==> src/shared/adceic_defines.vh <==
// register map, field positions and reset values of the event/irq block
// Notes on behaviour
// - input codes 0x19, 0x1A, 0x1B pick bandgap, quarter core, quarter pad.
// - event control bit 5 gates a pulse out on each window match.
// - event control bit 4 gates a pulse out on each new result.
// - event control bit 1: flush event flushes, then starts a conversion.
// - event control bit 0: start event starts a conversion.
// - ones written to enable-clear drop those enables and their requests.
// - ones written to enable-set raise those enables; zeros do nothing.
// - enable-set and enable-clear both read back the current enables.
// - interrupt is high while any flag is set with its enable set.
// - sync-done flag sets on busy falling, unless setup caused it.
// - window flag sets one clock after the window match.
// - window and result flags clear by write-one or result read.
// - overrun flag sets when a result lands before the last was read.
// - result flag sets when a conversion result arrives.
// - writing one to a flag clears it; zero leaves it alone.
// - sync busy follows a cross-domain register sync start and end.
// - the result read that clears flags is the 16-bit result register.
`ifndef ADCEIC_DEFINES_VH
`define ADCEIC_DEFINES_VH

// ------------------------------------------------------------
// register indices (byte address is four times the index)
// ------------------------------------------------------------
`define ADCEIC_IDX_INCTL    8'h10
`define ADCEIC_IDX_EVCTL    8'h14
`define ADCEIC_IDX_ENCLR    8'h16
`define ADCEIC_IDX_ENSET    8'h17
`define ADCEIC_IDX_FLAGS    8'h18
`define ADCEIC_IDX_STATUS   8'h19
`define ADCEIC_IDX_RESULT   8'h1A

// ------------------------------------------------------------
// fields
// ------------------------------------------------------------
`define ADCEIC_EVCTL_MASK   8'h33
`define ADCEIC_EV_START     0
`define ADCEIC_EV_FLUSH     1
`define ADCEIC_EV_RESOUT    4
`define ADCEIC_EV_WINOUT    5
`define ADCEIC_FL_RES       0
`define ADCEIC_FL_OVR       1
`define ADCEIC_FL_WIN       2
`define ADCEIC_FL_SYNC      3
`define ADCEIC_STATUS_BUSY  7
`define ADCEIC_SEL_BANDGAP  5'h19
`define ADCEIC_SEL_COREQ    5'h1A
`define ADCEIC_SEL_PADQ     5'h1B
`define ADCEIC_READ_CLR     4'h5

// ------------------------------------------------------------
// reset values and bus answers
// ------------------------------------------------------------
`define ADCEIC_RST_8        8'h00
`define ADCEIC_RST_4        4'h0
`define ADCEIC_RST_IN       5'h00
`define ADCEIC_RST_RES      16'h0000
`define ADCEIC_RESP_OKAY    2'h0
`define ADCEIC_RESP_SLVERR  2'h2

`endif

==> src/core/adceic_flag_bank.v <==
// sticky flag bank with set-over-clear priority
`timescale 1ns/1ns
`default_nettype none
module adceic_flag_bank #(
   parameter W = 4
) (
   input  wire         clk_sys,
   input  wire         rst,
   input  wire         clkEn,
   input  wire [W-1:0] setReq,
   input  wire [W-1:0] clrReq,
   output reg  [W-1:0] flags_q
);
   wire [W-1:0] flags_d;

   // ------------------------------------------------------------
   // set wins over a clear in the same cycle
   // ------------------------------------------------------------
   assign flags_d = (flags_q & ~clrReq) | setReq;

   always @(posedge clk_sys or posedge rst) begin
      if (rst) begin
         flags_q <= {W{1'b0}};
      end else if (clkEn) begin
         flags_q <= flags_d;
      end
   end
endmodule // adceic_flag_bank
`default_nettype wire

==> src/core/adceic_sync_watch.v <==
// watches the converter's sync busy level and reports a finished sync
`timescale 1ns/1ns
`default_nettype none
module adceic_sync_watch (
   input  wire clk_sys,
   input  wire rst,
   input  wire clkEn,
   input  wire domain_sync_pending,
   input  wire syncBySetup,
   output reg  busy_q,
   output reg  done_q
);
   reg  cause_q;
   wire done_d;

   // ------------------------------------------------------------
   // falling busy, unless the sync came from enable or soft reset
   // ------------------------------------------------------------
   assign done_d = busy_q & ~domain_sync_pending & ~(cause_q | syncBySetup);

   always @(posedge clk_sys or posedge rst) begin
      if (rst) begin
         busy_q  <= 1'b0;
         cause_q <= 1'b0;
         done_q  <= 1'b0;
      end else if (clkEn) begin
         busy_q  <= domain_sync_pending;
         cause_q <= domain_sync_pending & (cause_q | syncBySetup);
         done_q  <= done_d;
      end
   end
endmodule // adceic_sync_watch
`default_nettype wire

==> src/core/adceic_top.v <==
// converter event and interrupt control with an axi4-lite register slave
`timescale 1ns/1ns
`default_nettype none
`include "adceic_defines.vh"
module adceic_top (
   input  wire        clk_sys,
   input  wire        rst,
   input  wire        clkEn,
   input  wire [9:0]  awaddr,
   input  wire        awvalid,
   output reg         awready,
   input  wire [31:0] wdata,
   input  wire [3:0]  wstrb,
   input  wire        wvalid,
   output reg         wready,
   output reg  [1:0]  bresp,
   output reg         bvalid,
   input  wire        bready,
   input  wire [9:0]  araddr,
   input  wire        arvalid,
   output reg         arready,
   output reg  [31:0] rdata,
   output reg  [1:0]  rresp,
   output reg         rvalid,
   input  wire        rready,
   input  wire        startEvtIn,
   input  wire        flushEvtIn,
   input  wire        convResultValid,
   input  wire [15:0] convResultData,
   input  wire        windowMatch,
   input  wire        domain_sync_pending,
   input  wire        syncBySetup,
   output reg         startReq_q,
   output reg         flushReq_q,
   output reg         resultEvtOut_q,
   output reg         windowEvtOut_q,
   output reg  [4:0]  positiveInputSelect_q,
   output reg         selBandgap_q,
   output reg         selCoreQuarter_q,
   output reg         selPadQuarter_q,
   output reg         irq_q
);

   // ------------------------------------------------------------
   // address decode
   // ------------------------------------------------------------
   function isMapped;
      input [7:0] idx;
      begin
         case (idx)
            `ADCEIC_IDX_INCTL,
            `ADCEIC_IDX_EVCTL,
            `ADCEIC_IDX_ENCLR,
            `ADCEIC_IDX_ENSET,
            `ADCEIC_IDX_FLAGS,
            `ADCEIC_IDX_STATUS,
            `ADCEIC_IDX_RESULT: isMapped = 1'b1;
            default:            isMapped = 1'b0;
         endcase
      end
   endfunction

   // ------------------------------------------------------------
   // state
   // ------------------------------------------------------------
   reg         awHeld_q;
   reg  [7:0]  awIdx_q;
   reg         wHeld_q;
   reg  [7:0]  wData_q;
   reg         wLane_q;
   reg  [7:0]  evtCtl_q;
   reg  [4:0]  inSel_d;
   reg  [3:0]  intEn_q;
   reg  [15:0] result_q;
   reg         unread_q;
   reg         flushPend_q;

   reg         awHeld_d;
   reg         wHeld_d;
   reg         bvalid_d;
   reg         rvalid_d;
   reg  [31:0] rdata_d;
   reg  [1:0]  rresp_d;
   reg  [3:0]  intEn_d;
   reg  [7:0]  evtCtl_d;

   wire        awTake;
   wire        wTake;
   wire        wrGo;
   wire        arTake;
   wire [7:0]  arIdx;
   wire        wrHit;
   wire        wrEvt;
   wire        wrInSel;
   wire        wrClr;
   wire        wrSet;
   wire        wrFlags;
   wire        resRead;
   wire [3:0]  flagSet;
   wire [3:0]  flagClr;
   wire [3:0]  flags;
   wire        overrunSet;
   wire        syncDone;
   wire        busyNow;

   // ------------------------------------------------------------
   // bus handshakes
   // ------------------------------------------------------------
   assign awTake  = awvalid & awready;
   assign wTake   = wvalid & wready;
   assign wrGo    = awHeld_q & wHeld_q & ~bvalid;
   assign arTake  = arvalid & arready;
   assign arIdx   = araddr[9:2];
   assign wrHit   = wrGo & wLane_q & isMapped(awIdx_q);
   assign wrEvt   = wrHit & (awIdx_q == `ADCEIC_IDX_EVCTL);
   assign wrInSel = wrHit & (awIdx_q == `ADCEIC_IDX_INCTL);
   assign wrClr   = wrHit & (awIdx_q == `ADCEIC_IDX_ENCLR);
   assign wrSet   = wrHit & (awIdx_q == `ADCEIC_IDX_ENSET);
   assign wrFlags = wrHit & (awIdx_q == `ADCEIC_IDX_FLAGS);

   // the result read that clears flags is the address phase of the read
   assign resRead = arTake & (arIdx == `ADCEIC_IDX_RESULT);

   always @* begin
      awHeld_d = awHeld_q;
      wHeld_d  = wHeld_q;
      bvalid_d = bvalid;
      if (awTake) begin
         awHeld_d = 1'b1;
      end
      if (wTake) begin
         wHeld_d = 1'b1;
      end
      if (wrGo) begin
         bvalid_d = 1'b1;
         awHeld_d = 1'b0;
         wHeld_d  = 1'b0;
      end else if (bvalid & bready) begin
         bvalid_d = 1'b0;
      end
   end

   // ------------------------------------------------------------
   // register read data
   // ------------------------------------------------------------
   always @* begin
      rdata_d  = rdata;
      rresp_d  = rresp;
      rvalid_d = rvalid;
      if (arTake) begin
         rvalid_d = 1'b1;
         rresp_d  = isMapped(arIdx) ? `ADCEIC_RESP_OKAY
                                    : `ADCEIC_RESP_SLVERR;
         rdata_d  = 32'h00000000;
         case (arIdx)
            `ADCEIC_IDX_INCTL:  rdata_d[4:0]  = positiveInputSelect_q;
            `ADCEIC_IDX_EVCTL:  rdata_d[7:0]  = evtCtl_q;
            `ADCEIC_IDX_ENCLR,
            `ADCEIC_IDX_ENSET:  rdata_d[3:0]  = intEn_q;
            `ADCEIC_IDX_FLAGS:  rdata_d[3:0]  = flags;
            `ADCEIC_IDX_STATUS: rdata_d[`ADCEIC_STATUS_BUSY] = busyNow;
            `ADCEIC_IDX_RESULT: rdata_d[15:0] = result_q;
            default:            rdata_d       = 32'h00000000;
         endcase
      end else if (rvalid & rready) begin
         rvalid_d = 1'b0;
      end
   end

   // ------------------------------------------------------------
   // control register updates
   // ------------------------------------------------------------
   always @* begin
      evtCtl_d = evtCtl_q;
      inSel_d  = positiveInputSelect_q;
      intEn_d  = intEn_q;
      if (wrEvt) begin
         evtCtl_d = wData_q & `ADCEIC_EVCTL_MASK;
      end
      if (wrInSel) begin
         inSel_d = wData_q[4:0];
      end
      if (wrClr) begin
         intEn_d = intEn_q & ~wData_q[3:0];
      end
      if (wrSet) begin
         intEn_d = intEn_q | wData_q[3:0];
      end
   end

   // ------------------------------------------------------------
   // flag sources
   // ------------------------------------------------------------
   // a new result while the last is still unread, and not read now
   assign overrunSet = convResultValid & unread_q & ~resRead;

   assign flagSet[`ADCEIC_FL_RES]  = convResultValid;
   assign flagSet[`ADCEIC_FL_OVR]  = overrunSet;
   // the flag register adds the one clock after the match
   assign flagSet[`ADCEIC_FL_WIN]  = windowMatch;
   assign flagSet[`ADCEIC_FL_SYNC] = syncDone;

   assign flagClr = ({4{wrFlags}} & wData_q[3:0])
                  | ({4{resRead}} & `ADCEIC_READ_CLR);

   adceic_flag_bank #(
      .W       (4)
   ) u_flags (
      .clk_sys (clk_sys),
      .rst     (rst),
      .clkEn   (clkEn),
      .setReq  (flagSet),
      .clrReq  (flagClr),
      .flags_q (flags)
   );

   adceic_sync_watch u_sync (
      .clk_sys     (clk_sys),
      .rst         (rst),
      .clkEn       (clkEn),
      .domain_sync_pending    (domain_sync_pending),
      .syncBySetup (syncBySetup),
      .busy_q      (busyNow),
      .done_q      (syncDone)
   );

   // ------------------------------------------------------------
   // bus registers
   // ------------------------------------------------------------
   always @(posedge clk_sys or posedge rst) begin
      if (rst) begin
         awHeld_q <= 1'b0;
         awIdx_q  <= `ADCEIC_RST_8;
         wHeld_q  <= 1'b0;
         wData_q  <= `ADCEIC_RST_8;
         wLane_q  <= 1'b0;
         awready  <= 1'b0;
         wready   <= 1'b0;
         bvalid   <= 1'b0;
         bresp    <= `ADCEIC_RESP_OKAY;
         arready  <= 1'b0;
         rvalid   <= 1'b0;
         rdata    <= 32'h00000000;
         rresp    <= `ADCEIC_RESP_OKAY;
      end else if (clkEn) begin
         awHeld_q <= awHeld_d;
         wHeld_q  <= wHeld_d;
         bvalid   <= bvalid_d;
         awready  <= ~awHeld_d & ~bvalid_d;
         wready   <= ~wHeld_d & ~bvalid_d;
         if (awTake) begin
            awIdx_q <= awaddr[9:2];
         end
         if (wTake) begin
            wData_q <= wdata[7:0];
            wLane_q <= wstrb[0];
         end
         if (wrGo) begin
            bresp <= isMapped(awIdx_q) ? `ADCEIC_RESP_OKAY
                                       : `ADCEIC_RESP_SLVERR;
         end
         rvalid  <= rvalid_d;
         rdata   <= rdata_d;
         rresp   <= rresp_d;
         arready <= ~rvalid_d;
      end
   end

   // ------------------------------------------------------------
   // control and result registers
   // ------------------------------------------------------------
   always @(posedge clk_sys or posedge rst) begin
      if (rst) begin
         evtCtl_q              <= `ADCEIC_RST_8;
         intEn_q               <= `ADCEIC_RST_4;
         positiveInputSelect_q <= `ADCEIC_RST_IN;
         result_q              <= `ADCEIC_RST_RES;
         unread_q              <= 1'b0;
      end else if (clkEn) begin
         evtCtl_q              <= evtCtl_d;
         intEn_q               <= intEn_d;
         positiveInputSelect_q <= inSel_d;
         if (convResultValid) begin
            result_q <= convResultData;
         end
         unread_q <= convResultValid | (unread_q & ~resRead);
      end
   end

   // ------------------------------------------------------------
   // input routing decode
   // ------------------------------------------------------------
   always @(posedge clk_sys or posedge rst) begin
      if (rst) begin
         selBandgap_q     <= 1'b0;
         selCoreQuarter_q <= 1'b0;
         selPadQuarter_q  <= 1'b0;
      end else if (clkEn) begin
         selBandgap_q     <= (inSel_d == `ADCEIC_SEL_BANDGAP);
         selCoreQuarter_q <= (inSel_d == `ADCEIC_SEL_COREQ);
         selPadQuarter_q  <= (inSel_d == `ADCEIC_SEL_PADQ);
      end
   end

   // ------------------------------------------------------------
   // event inputs and outputs, interrupt line
   // ------------------------------------------------------------
   always @(posedge clk_sys or posedge rst) begin
      if (rst) begin
         startReq_q     <= 1'b0;
         flushReq_q     <= 1'b0;
         flushPend_q    <= 1'b0;
         resultEvtOut_q <= 1'b0;
         windowEvtOut_q <= 1'b0;
         irq_q          <= 1'b0;
      end else if (clkEn) begin
         // flush first, the restart follows one cycle later
         flushReq_q  <= flushEvtIn & evtCtl_q[`ADCEIC_EV_FLUSH];
         flushPend_q <= flushEvtIn & evtCtl_q[`ADCEIC_EV_FLUSH];
         startReq_q  <= (startEvtIn & evtCtl_q[`ADCEIC_EV_START])
                      | flushPend_q;
         resultEvtOut_q <= convResultValid
                         & evtCtl_q[`ADCEIC_EV_RESOUT];
         windowEvtOut_q <= windowMatch
                         & evtCtl_q[`ADCEIC_EV_WINOUT];
         irq_q <= |(flags & intEn_d);
      end
   end

endmodule // adceic_top
`default_nettype wire

==> config.mk <==
export PLATFORM = sky130hd
export DESIGN_NAME = adceic_top
export DESIGN_NICKNAME = d
export VERILOG_FILES = /design/src/core/adceic_flag_bank.v /design/src/core/adceic_sync_watch.v /design/src/core/adceic_top.v
export VERILOG_INCLUDE_DIRS = /design/src /design/src/shared
export SDC_FILE = /design/constraint.sdc
export NUM_CORES = 1
export LEC_CHECK = 0
export BUFFER_PORTS_ARGS = -buffer_cell sky130_fd_sc_hd__buf_4
export CAP_MARGIN = 10
export CORE_MARGIN = 4
export CORE_UTILIZATION = 25
export CTS_CLUSTER_DIAMETER = 200
export DETAILED_ROUTE_END_ITERATION = 10
export GPL_TIMING_DRIVEN = 0
export SYNTH_ARGS = -nofsm -noshare
export SYNTH_HDL_FRONTEND = slang
export SYNTH_SLANG_ARGS = --single-unit
export TNS_END_PERCENT = 20
==> constraint.sdc <==
create_clock -name clk_sys -period 5 [get_ports clk_sys]
set_input_delay 1 -clock clk_sys [delete_from_list [all_inputs] [get_ports clk_sys]]
set_output_delay 1 -clock clk_sys [all_outputs]
set_load 0.05 [all_outputs]
==> results of run 1 <==
[logic make-up (layout without fill, tap and decap cells)]
family | count (synthesis) | count (layout) | synth area share
AOI/OAI and AO/OA | 63 | 63 | 0.112
DFF | 85 | 85 | 0.540
xor gates and xnor gates | 1 | 1 | 0.00222
muxes | 59 | 59 | 0.167
buffers and inverters | 49 | 150 | 0.0670
and+or+nand+nor | 82 | 82 | 0.111
other | 1 | 18 | 0.000952
[power breakdown]
part | internal [W] | total [W] | switching, W
sequential | 0.000813 | 0.000930 | 0.000117
clock | 0.000463 | 0.000727 | 0.000264
combinational | 0.000209 | 0.000525 | 0.000315
total | 0.00149 | 0.00218 | 0.000697
[path summary, 6_finish.rpt]
path / startpoint / end / slack [ns] / cells past startpoint
max reg2reg: awIdx_q[7] / irq_q / 2.59 / 6
max in group asynchronous: rst / positiveInputSelect_q[1] / 3.76 / 3
min: result_q[9] / rdata[9] / 0.49 / 1
min reg2reg: result_q[9] / rdata[9] / 0.49 / 1
min in group asynchronous: rst / awIdx_q[5] / 0.64 / 2
max: araddr[4] / unread_q / 2.46 / 6
[per-layer routing]
metal | up-vias | routed length, µm | GRT usage
met5 | - | 0 | 0
met4 | 0 | 138 | 0.0377
met3 | 11 | 693 | 0.0355
met2 | 97 | 4830 | 0.190
met1 | 1426 | 4730 | 0.155
li1 | 1407 | - | -
[registers in the layout, indices dropped and copies added (netlist names), 4 cells and up]
signal,count
u_flags.flags_q,4
wData_q,6
intEn_q,4
result_q,16
awIdx_q,8
evtCtl_q,4
rdata,16
positiveInputSelect_q,5
[cells in the mapped netlist (all sizes together), types with 2 or more instances]
library cell / instances
buf: 22
a211oi: 2
nor2b: 4
nor4b: 3
nand3: 8
a32o: 2
and4: 2
nand2: 36
nor3b: 2
and3: 2
a21oi: 9
a22oi: 7
a21boi: 2
or2: 2
mux2i: 6
nor2: 8
mux2: 53
o2bb2ai: 2
nor4: 5
a22o: 12
a221oi: 2
a32oi: 3
nand2b: 3
inv: 15
clkbuf: 12
nand4b: 2
dfrtp: 85
o21ai: 17
[cell type report]
class / instances / area share
sequential: 85 / 0.405
tap: 211 / 0.0503
clock buffer: 12 / 0.0488
buffer: 34 / 0.0395
multi-input combinational: 223 / 0.307
inverter: 15 / 0.0112
timing repair buffer: 85 / 0.125
clock inverter: 4 / 0.0133
[through the flow]
step	hold WS, ns	area [µm²]	cells	util
final	0.489	5250	669	0.343
after CTS	0.494	5250	669	0.343
after floorplan	0.461	4000	357	-
after detailed placement	0.480	4930	653	0.322
after global placement	0.469	4900	652	0.320
after global routing	0.505	5250	669	0.343
==> summary.txt, run 1 <==
Floorplanning
  – Top Ports: 140
  – Site Rows: 45
  – Die area: ~0.018 mm²
  – Area of the placeable core: 0.0153 mm²
  – Die H: 134 µm
  – Initial Util: 0.257
  – Die width: 134 µm

Power and ir drop
  – Worst VDD drop: roughly 0.17 mV
  – Final Power: between 0.002 and 0.0025 W
  – Leakage: 2.44 nW
  – Pwr dens: a little over 400 mW/mm²

Timing
  – Final setup fails: 0
  – Final worst setup slack: 2.46 ns
  – Least-Margin Pin Slew: around 0.68 ns
  – Worst slew margin: 0.548
  – Tcrit/Tclk final: 0.508
  – Fmax: 0.394 GHz
  – Post-layout min period: ~2.5 ns
  – Clock Skews: about 0.0052 ns
  – TNS Setup: 0 ns
  – Final Max Slew Viols: 0
  – Fin. Hold Viols: 0
  – RSZ-0062 raised after global routing: false

CTS
  – Root Buffer: clkbuf_16
  – Post-CTS Hold Fix Bufs: 0
  – TritonCTS clock tree: done
  – Clock slew at reported path FFs: 0.06 ns
  – Clock buffer depth: 2
  – Cts repair resizes: 0
  – CTS buffer count: 9
  – Worst-Skew Late Latency: 0.34 ns
  – Clk sinks: 85
  – Post-CTS Setup Inserts: 0
  – CTS H-Tree Depth: 3

Drt
  – Final ANT Viol Nets: 0
  – Routed wire length per instance: about 16 µm
  – DR iter-0 viols: roughly 130
  – First-pass DRT Iterations: 4
  – Via density: 4.40
  – Drt drc: 0
  – Vias: slightly below 3000
  – Routed Wire Length: 10400 µm

Finish
  – # diodes: 0
  – Layout cell share with drive strength beyond 1: 0.393
  – FF+latch area: 0.00213 mm²
  – FILL cells: around 1600
  – Layout net count: 539
  – Leading cell type in the layout, fill and taps excluded: buf_4
  – Multi-input logic area: ~0.0016 mm²
  – Syn-to-layout area delta: 33.4%
  – Most frequent cells in the layout: buf_4, dfrtp_1, mux2_2, nand2_1, conb_1

Critical path
  – WS Path Type: primary input to flip-flop
  – Worst-path maximum fanout: 10
  – Crit-path max cell delay: 0.62 ns
  – Worst EP required: 5.18 ns
  – Delay-heaviest family, CP: simple AND/OR/NAND/NOR gates
  – Crit path cell chain: clkbuf_1, nor3b_1, and3_1, nor2b_1, buf_2, o21ai_0
  – CP endpoint kind: flip-flop
  – Crit path launch type: primary input
  – Crit path DAT: 2.72 ns
  – Bufs and invs on worst path: 2
  – Crit-path slowest cell: nor3b_1

Placed design
  – Placed wire-length estimate: 8010 µm
  – RD Place Congestion: 0.819
  – Pre-CTS setup slack: 2.12 ns
  – Port Buffers: 84

Min path
  – Hold crit path type: flip-flop to flip-flop

Synthesis
  – Average size of a mapped cell: 11.6 µm²
  – Mapped cell area: 0.00394 mm²
  – FF+latch count, synth: 85
  – Yosys warns: 0
  – Netlist cell types: 46
  – Post-synth top area share: 0.540
  – Largest cells by area after synthesis: dfrtp_1, mux2_2, buf_4
  – Synth async-reset ratio: 1.00
  – Seq/Total Area, Yosys: 0.540
  – Cell count after synthesis: 340
  – Post-synth EDFFs: 0
  – Yosys top cell by area: dfrtp_1
  – Main synth FF type: dfrtp_1

Status
  – Outcome: finished clean

Job
  – Max-cap violations: 0

Global routing
  – First-pass GRT wire length: 16500 µm
  – Number of global-route vias before repair: slightly above 3000
  – Gr usage total: 0.119
  – GRT Residual Overflow: 0
  – Initial antenna violation count: 0
  – Largest net degree at the start of global routing: 62
No activity file was read; power rests on OpenSTA's default activity.
==> run 2: changes to the inputs <==
- clock period: 5 -> 2.35 ns (I/O delays scaled with it)
==> run 2 against run 1 <==
  * Register-to-register slack worse by 2.5 ns
  * Clock power is 110% higher
  * Total power is 110% higher
  * Final cell count rose by 0.30%
==> summary.txt, run 2 (synthesis results as in run 1) <==
Power and ir drop
  – Pwr dens: between 800 and 900 mW/mm²
  – Worst VDD drop: 0.383 mV
  – Leakage: 2.44 nW
  – Final Power: 0.00463 W

Finish
  – Leading cell type in the layout, fill and taps excluded: buf_4
  – Layout net count: 541
  – Syn-to-layout area delta: 34.4%
  – Most frequent cells in the layout: buf_4, dfrtp_1, mux2_2, nand2_1, conb_1
  – Layout cell share with drive strength beyond 1: 0.404
  – # diodes: 0
  – Final Cell Area: about 0.0053 mm²
  – Biggest regs: rdata: 16 flops, result_q: 16 flops, awIdx_q: 8 flops

Floorplanning
  – Area of the placeable core: 0.0153 mm²
  – Top Ports: 140
  – Initial Util: 0.257
  – Die H: 134 µm
  – Die area: 0.0178 mm²
  – Site Rows: 45
  – Die width: 134 µm

Status
  – Outcome: finished clean

Global routing
  – Number of global-route vias before repair: about 3000
  – GRT Residual Overflow: 0
  – Gr usage total: 0.118
  – First-pass GRT wire length: 16400 µm
  – Initial antenna violation count: 0
  – Largest net degree at the start of global routing: 41

CTS
  – Post-CTS Hold Fix Bufs: 0
  – CTS H-Tree Depth: 3
  – Clk sinks: between 80 and 90
  – Worst-Skew Late Latency: about 0.34 ns
  – CTS buffer count: 9
  – Clock slew at reported path FFs: 0.06 ns
  – Root Buffer: clkbuf_16
  – Clock buffer depth: 2
  – TritonCTS clock tree: done

Critical path
  – Worst-path maximum fanout: 7
  – Crit path cell chain: or4b_4, buf_4, nor4_2, mux2_2, a221oi_1, a21oi_1
  – Crit-path slowest cell: or4b_4
  – WS Path Type: flip-flop to flip-flop
  – Crit path launch type: flip-flop
  – Bufs and invs on worst path: 1
  – Crit-path max cell delay: between 0.5 and 0.6 ns
  – CP endpoint kind: flip-flop
  – Worst EP required: 2.57 ns
  – Crit path DAT: 2.49 ns
  – R2r setup slk: 0.08 ns
  – Delay-heaviest family, CP: simple AND/OR/NAND/NOR gates

Drt
  – Vias: 2955
  – Routed Wire Length: 10300 µm
  – First-pass DRT Iterations: 4
  – Drt drc: 0
  – DR iter-0 viols: 170
  – Routed wire length per instance: 15.4 µm
  – Via density: 4.40
  – Final ANT Viol Nets: 0

Placed design
  – DP Area: 0.00494 mm²
  – Placed wire-length estimate: between 7000 and 8000 µm
  – RD Place Congestion: around 0.81
  – Port Buffers: 84

Timing
  – Tcrit/Tclk final: 0.966
  – Final Max Slew Viols: 0
  – Fin. Hold Viols: 0
  – Least-Margin Pin Slew: 0.708 ns
  – Final setup fails: 0
  – Worst slew margin: 0.527
  – Hold WS: 0.0981 ns
  – Fmax: 0.440 GHz
  – Clock Skews: 0.00923 ns
  – Post-layout min period: 2.27 ns
  – RSZ-0062 raised after global routing: false

Min path
  – Hold crit path type: primary input to async pin

Job
  – Max-cap violations: 0
run 2: cell types whose count changed in the layout (fill, tap and decap cells not counted), sizes merged:
cell	before	now
clkinvlp	0	2
inv	15	14
clkinv	2	1
clkbuf	24	23
buf	107	110
run 2: metal layers:
layer | vias to the layer above | GRT usage | routed length, µm
li1 | 1416 | - | -
met5 | - | 0 | 0
met3 | 10 | 0.0461 | 897
met4 | 0 | 0.0286 | 104
met2 | 111 | 0.184 | 4840
met1 | 1418 | 0.156 | 4480
run 2: layout make-up:
cell class                 instances  area (µm²)
buffer                            34         210
clock buffer                      12         236
clock inverter                     4        72.6
fill                            1576       10000
inverter                          15        60.1
multi-input combinational        223        1650
sequential                        85        2130
tap                              211         264
timing repair buffer              87         678
run 2: path summary, 6_finish.rpt:
path / from / end / cells after the start
worst max-delay path: awIdx_q[7] / irq_q / 6
worst min-delay path: rst / rdata[7] / 2
worst max register to register: awIdx_q[7] / irq_q / 6
worst min register to register: rdata[3] / rdata[3] / 2
max in group asynchronous: rst / awIdx_q[5] / 3
min in group clk_sys: convResultData[7] / result_q[7] / 2
run 2: power by group:
group          internal, W  leakage, nW  switching [W]
combinational     0.000458         1.22       0.000691
clock             0.000931        0.147       0.000569
sequential         0.00173         1.07       0.000250
run 2: what timing repair did:
action                                  CTS  global route
pin swaps                                 0             2
gates resized for setup                   4             4
buffers inserted                          0             1
endpoints found under the setup margin    1             3
run 2: stage by stage:
stage / instances / setup TNS [ns] / utilization / setup WS, ns
finish: 671 / 0 / 0.346 / 0.0798
global route: 671 / 0 / 0.346 / 0.0138
CTS: 670 / 0 / 0.344 / 0.0210
detailed placement: 654 / -0.0325 / 0.323 / -0.0304
global placement: 652 / 0 / 0.320 / 0.0179
floorplan: 357 / 0 / - / 0.203
==> run 3: changes to the inputs <==
- GPL_TIMING_DRIVEN: 0 -> unset
==> run 3 against run 2 <==
  * Final cell count shrank 2.8%
  * Wire length shrank 1.3%
  * Sequential power is essentially flat
  * Cell area shrank 1.6%
  * Flip-flop and latch count is the same
  * Fmax grew 1.4%
  * Setup slack gained 0.031 ns
  * Via count shrank 1.6%
  * Register-to-register slack gained 0.03 ns
  * Critical path depth shrank 1
  * Critical path type unchanged
==> summary.txt, run 3 (synthesis results as in run 1) <==
CTS
  – Root Buffer: clkbuf_16
  – CTS buffer count: 9
  – Clock slew at reported path FFs: 0.06 ns
  – Post-CTS Hold Fix Bufs: 0
  – Clk sinks: 85
  – Worst-Skew Late Latency: 0.34 ns
  – Clock buffer depth: 2
  – CTS H-Tree Depth: 3
  – TritonCTS clock tree: done

Min path
  – Hold crit path type: primary input to async pin

Finish
  – Layout net count: approximately 520
  – Syn-to-layout area delta: 32.3%
  – Biggest regs: rdata: 16 flops, result_q: 16 flops, awIdx_q: 8 flops
  – # diodes: 0
  – Multi-input logic area: 0.00161 mm²
  – Most frequent cells in the layout: buf_4, dfrtp_1, mux2_2, nand2_1, conb_1
  – Final Cell Area: roughly 0.0052 mm²
  – Layout cell share with drive strength beyond 1: 0.399
  – FILL cells: 1558
  – Leading cell type in the layout, fill and taps excluded: buf_4
  – FF+latch area: 0.00213 mm²

Global routing
  – Largest net degree at the start of global routing: 34
  – First-pass GRT wire length: 16100 µm
  – Gr usage total: 0.116
  – GRT Residual Overflow: 0
  – Initial antenna violation count: 0
  – Number of global-route vias before repair: 3039

Floorplanning
  – Die H: roughly 130 µm
  – Top Ports: 140
  – Initial Util: 0.257
  – Site Rows: 45
  – Die area: ~0.018 mm²
  – Area of the placeable core: 0.0153 mm²
  – Die width: 134 µm

Drt
  – Routed wire length per instance: between 15 and 20 µm
  – Vias: 2909
  – Drt drc: 0
  – Final ANT Viol Nets: 0
  – First-pass DRT Iterations: 4
  – DR iter-0 viols: 130
  – Routed Wire Length: between 10000 and 15000 µm
  – Via density: 4.46

Power and ir drop
  – Logic pwr share: 0.232
  – Internal Power: 0.00327 W
  – Clock power frac: 0.346
  – Worst VDD drop: 0.385 mV
  – Leakage: 2.40 nW
  – Pwr dens: 912 mW/mm²
  – NetSw: 0.00148 W
  – Sw Ratio: 0.311
  – Reg power frac: 0.422

Timing
  – Final setup fails: 0
  – Fin. Hold Viols: 0
  – Tcrit/Tclk final: 0.953
  – Clock Skews: 0.00373 ns
  – Post-layout min period: 2.24 ns
  – Fmax: 0.447 GHz
  – Worst slew margin: 0.604
  – Final Max Slew Viols: 0
  – Least-Margin Pin Slew: between 0.5 and 0.6 ns
  – TNS Setup: 0 ns
  – RSZ-0062 raised after global routing: false

Placed design
  – DP Area: 0.00486 mm²
  – Port Buffers: 88
  – RD Place Congestion: between 0.8 and 0.9
  – Placed wire-length estimate: 7750 µm

Critical path
  – Crit path launch type: flip-flop
  – Reg2Reg Launch Point: awIdx_q[7]
  – Crit path launch: awIdx_q[7]
  – WS Path Type: flip-flop to flip-flop
  – Worst EP required: 2.57 ns
  – CP endpoint kind: flip-flop
  – Worst-path maximum fanout: 7
  – Crit path DAT: between 2 and 2.5 ns

Status
  – Outcome: finished clean

Job
  – Max-cap violations: 0
## run 3: critical path, cell delays in order, from the launching register on
cell	delay (ns)
dfrtp_1	0.37
or4b_4	0.61
nor4_1	0.40
mux2_2	0.38
a221oi_1	0.25
a21oi_1	0.10
## run 3: layout make-up
| cell class | count | share of cell area |
|---|---|---|
| repair buffers | 103 | 0.153 |
| inverters | 15 | 0.0115 |
| multi-input cells | 223 | 0.310 |
| clock inverters | 4 | 0.0182 |
| flip-flops and latches | 85 | 0.408 |
| clock buffers | 11 | 0.0485 |
| well taps | 211 | 0.0507 |
## run 3: per-layer routing
layer,GRT usage,wire (µm),vias to the layer above,share of wire
li1,-,-,1375,-
met2,0.192,4870,102,0.48
met4,0.0309,61,0,0.0060
met1,0.144,4540,1427,0.45
met3,0.0408,719,5,0.071
met5,0,0,-,0
## run 3: path summary, 6_finish.rpt
| check | slack, ns | to | depth (start not counted) |
|---|---|---|---|
| worst min register to register | 0.48 | rdata[4] | 2 |
| worst min-delay path | 0.21 | rdata[2] | 2 |
| worst max register to register | 0.11 | irq_q | 5 |
| worst max-delay path | 0.11 | irq_q | 5 |
| max in group asynchronous | 1.58 | result_q[11] | 3 |
| min in group clk_sys | 0.36 | result_q[13] | 2 |
## run 3: timing repair
| item | in CTS | in global routing |
|---|---|---|
| setup endpoints to repair | 0 | 3 |
| gates resized for setup | 0 | 1 |
| endpoints found under the hold margin | 0 | 0 |
| setup buffers | 0 | 0 |
## run 3: power by group through the flow
stage               Clock, W  Combinational, W  Sequential, W
finish               0.00164           0.00110        0.00200
CTS                  0.00170           0.00111        0.00200
detailed placement         0           0.00111        0.00203
global placement           0           0.00108        0.00200
floorplan                  0          0.000610        0.00212
global route         0.00175           0.00120        0.00204
## run 3: metrics by stage
stage                      util  setup slack (ns)  instances  power [W]  hold WS (ns)
after floorplan               -             0.203        357    0.00273         0.461
after global placement    0.317            0.0635        637    0.00309         0.469
after detailed placement  0.317            0.0357        637    0.00313         0.472
after CTS                 0.340            0.0214        652    0.00481         0.205
after global routing      0.340            0.0743        652    0.00499         0.236
final                     0.340             0.111        652    0.00475         0.208
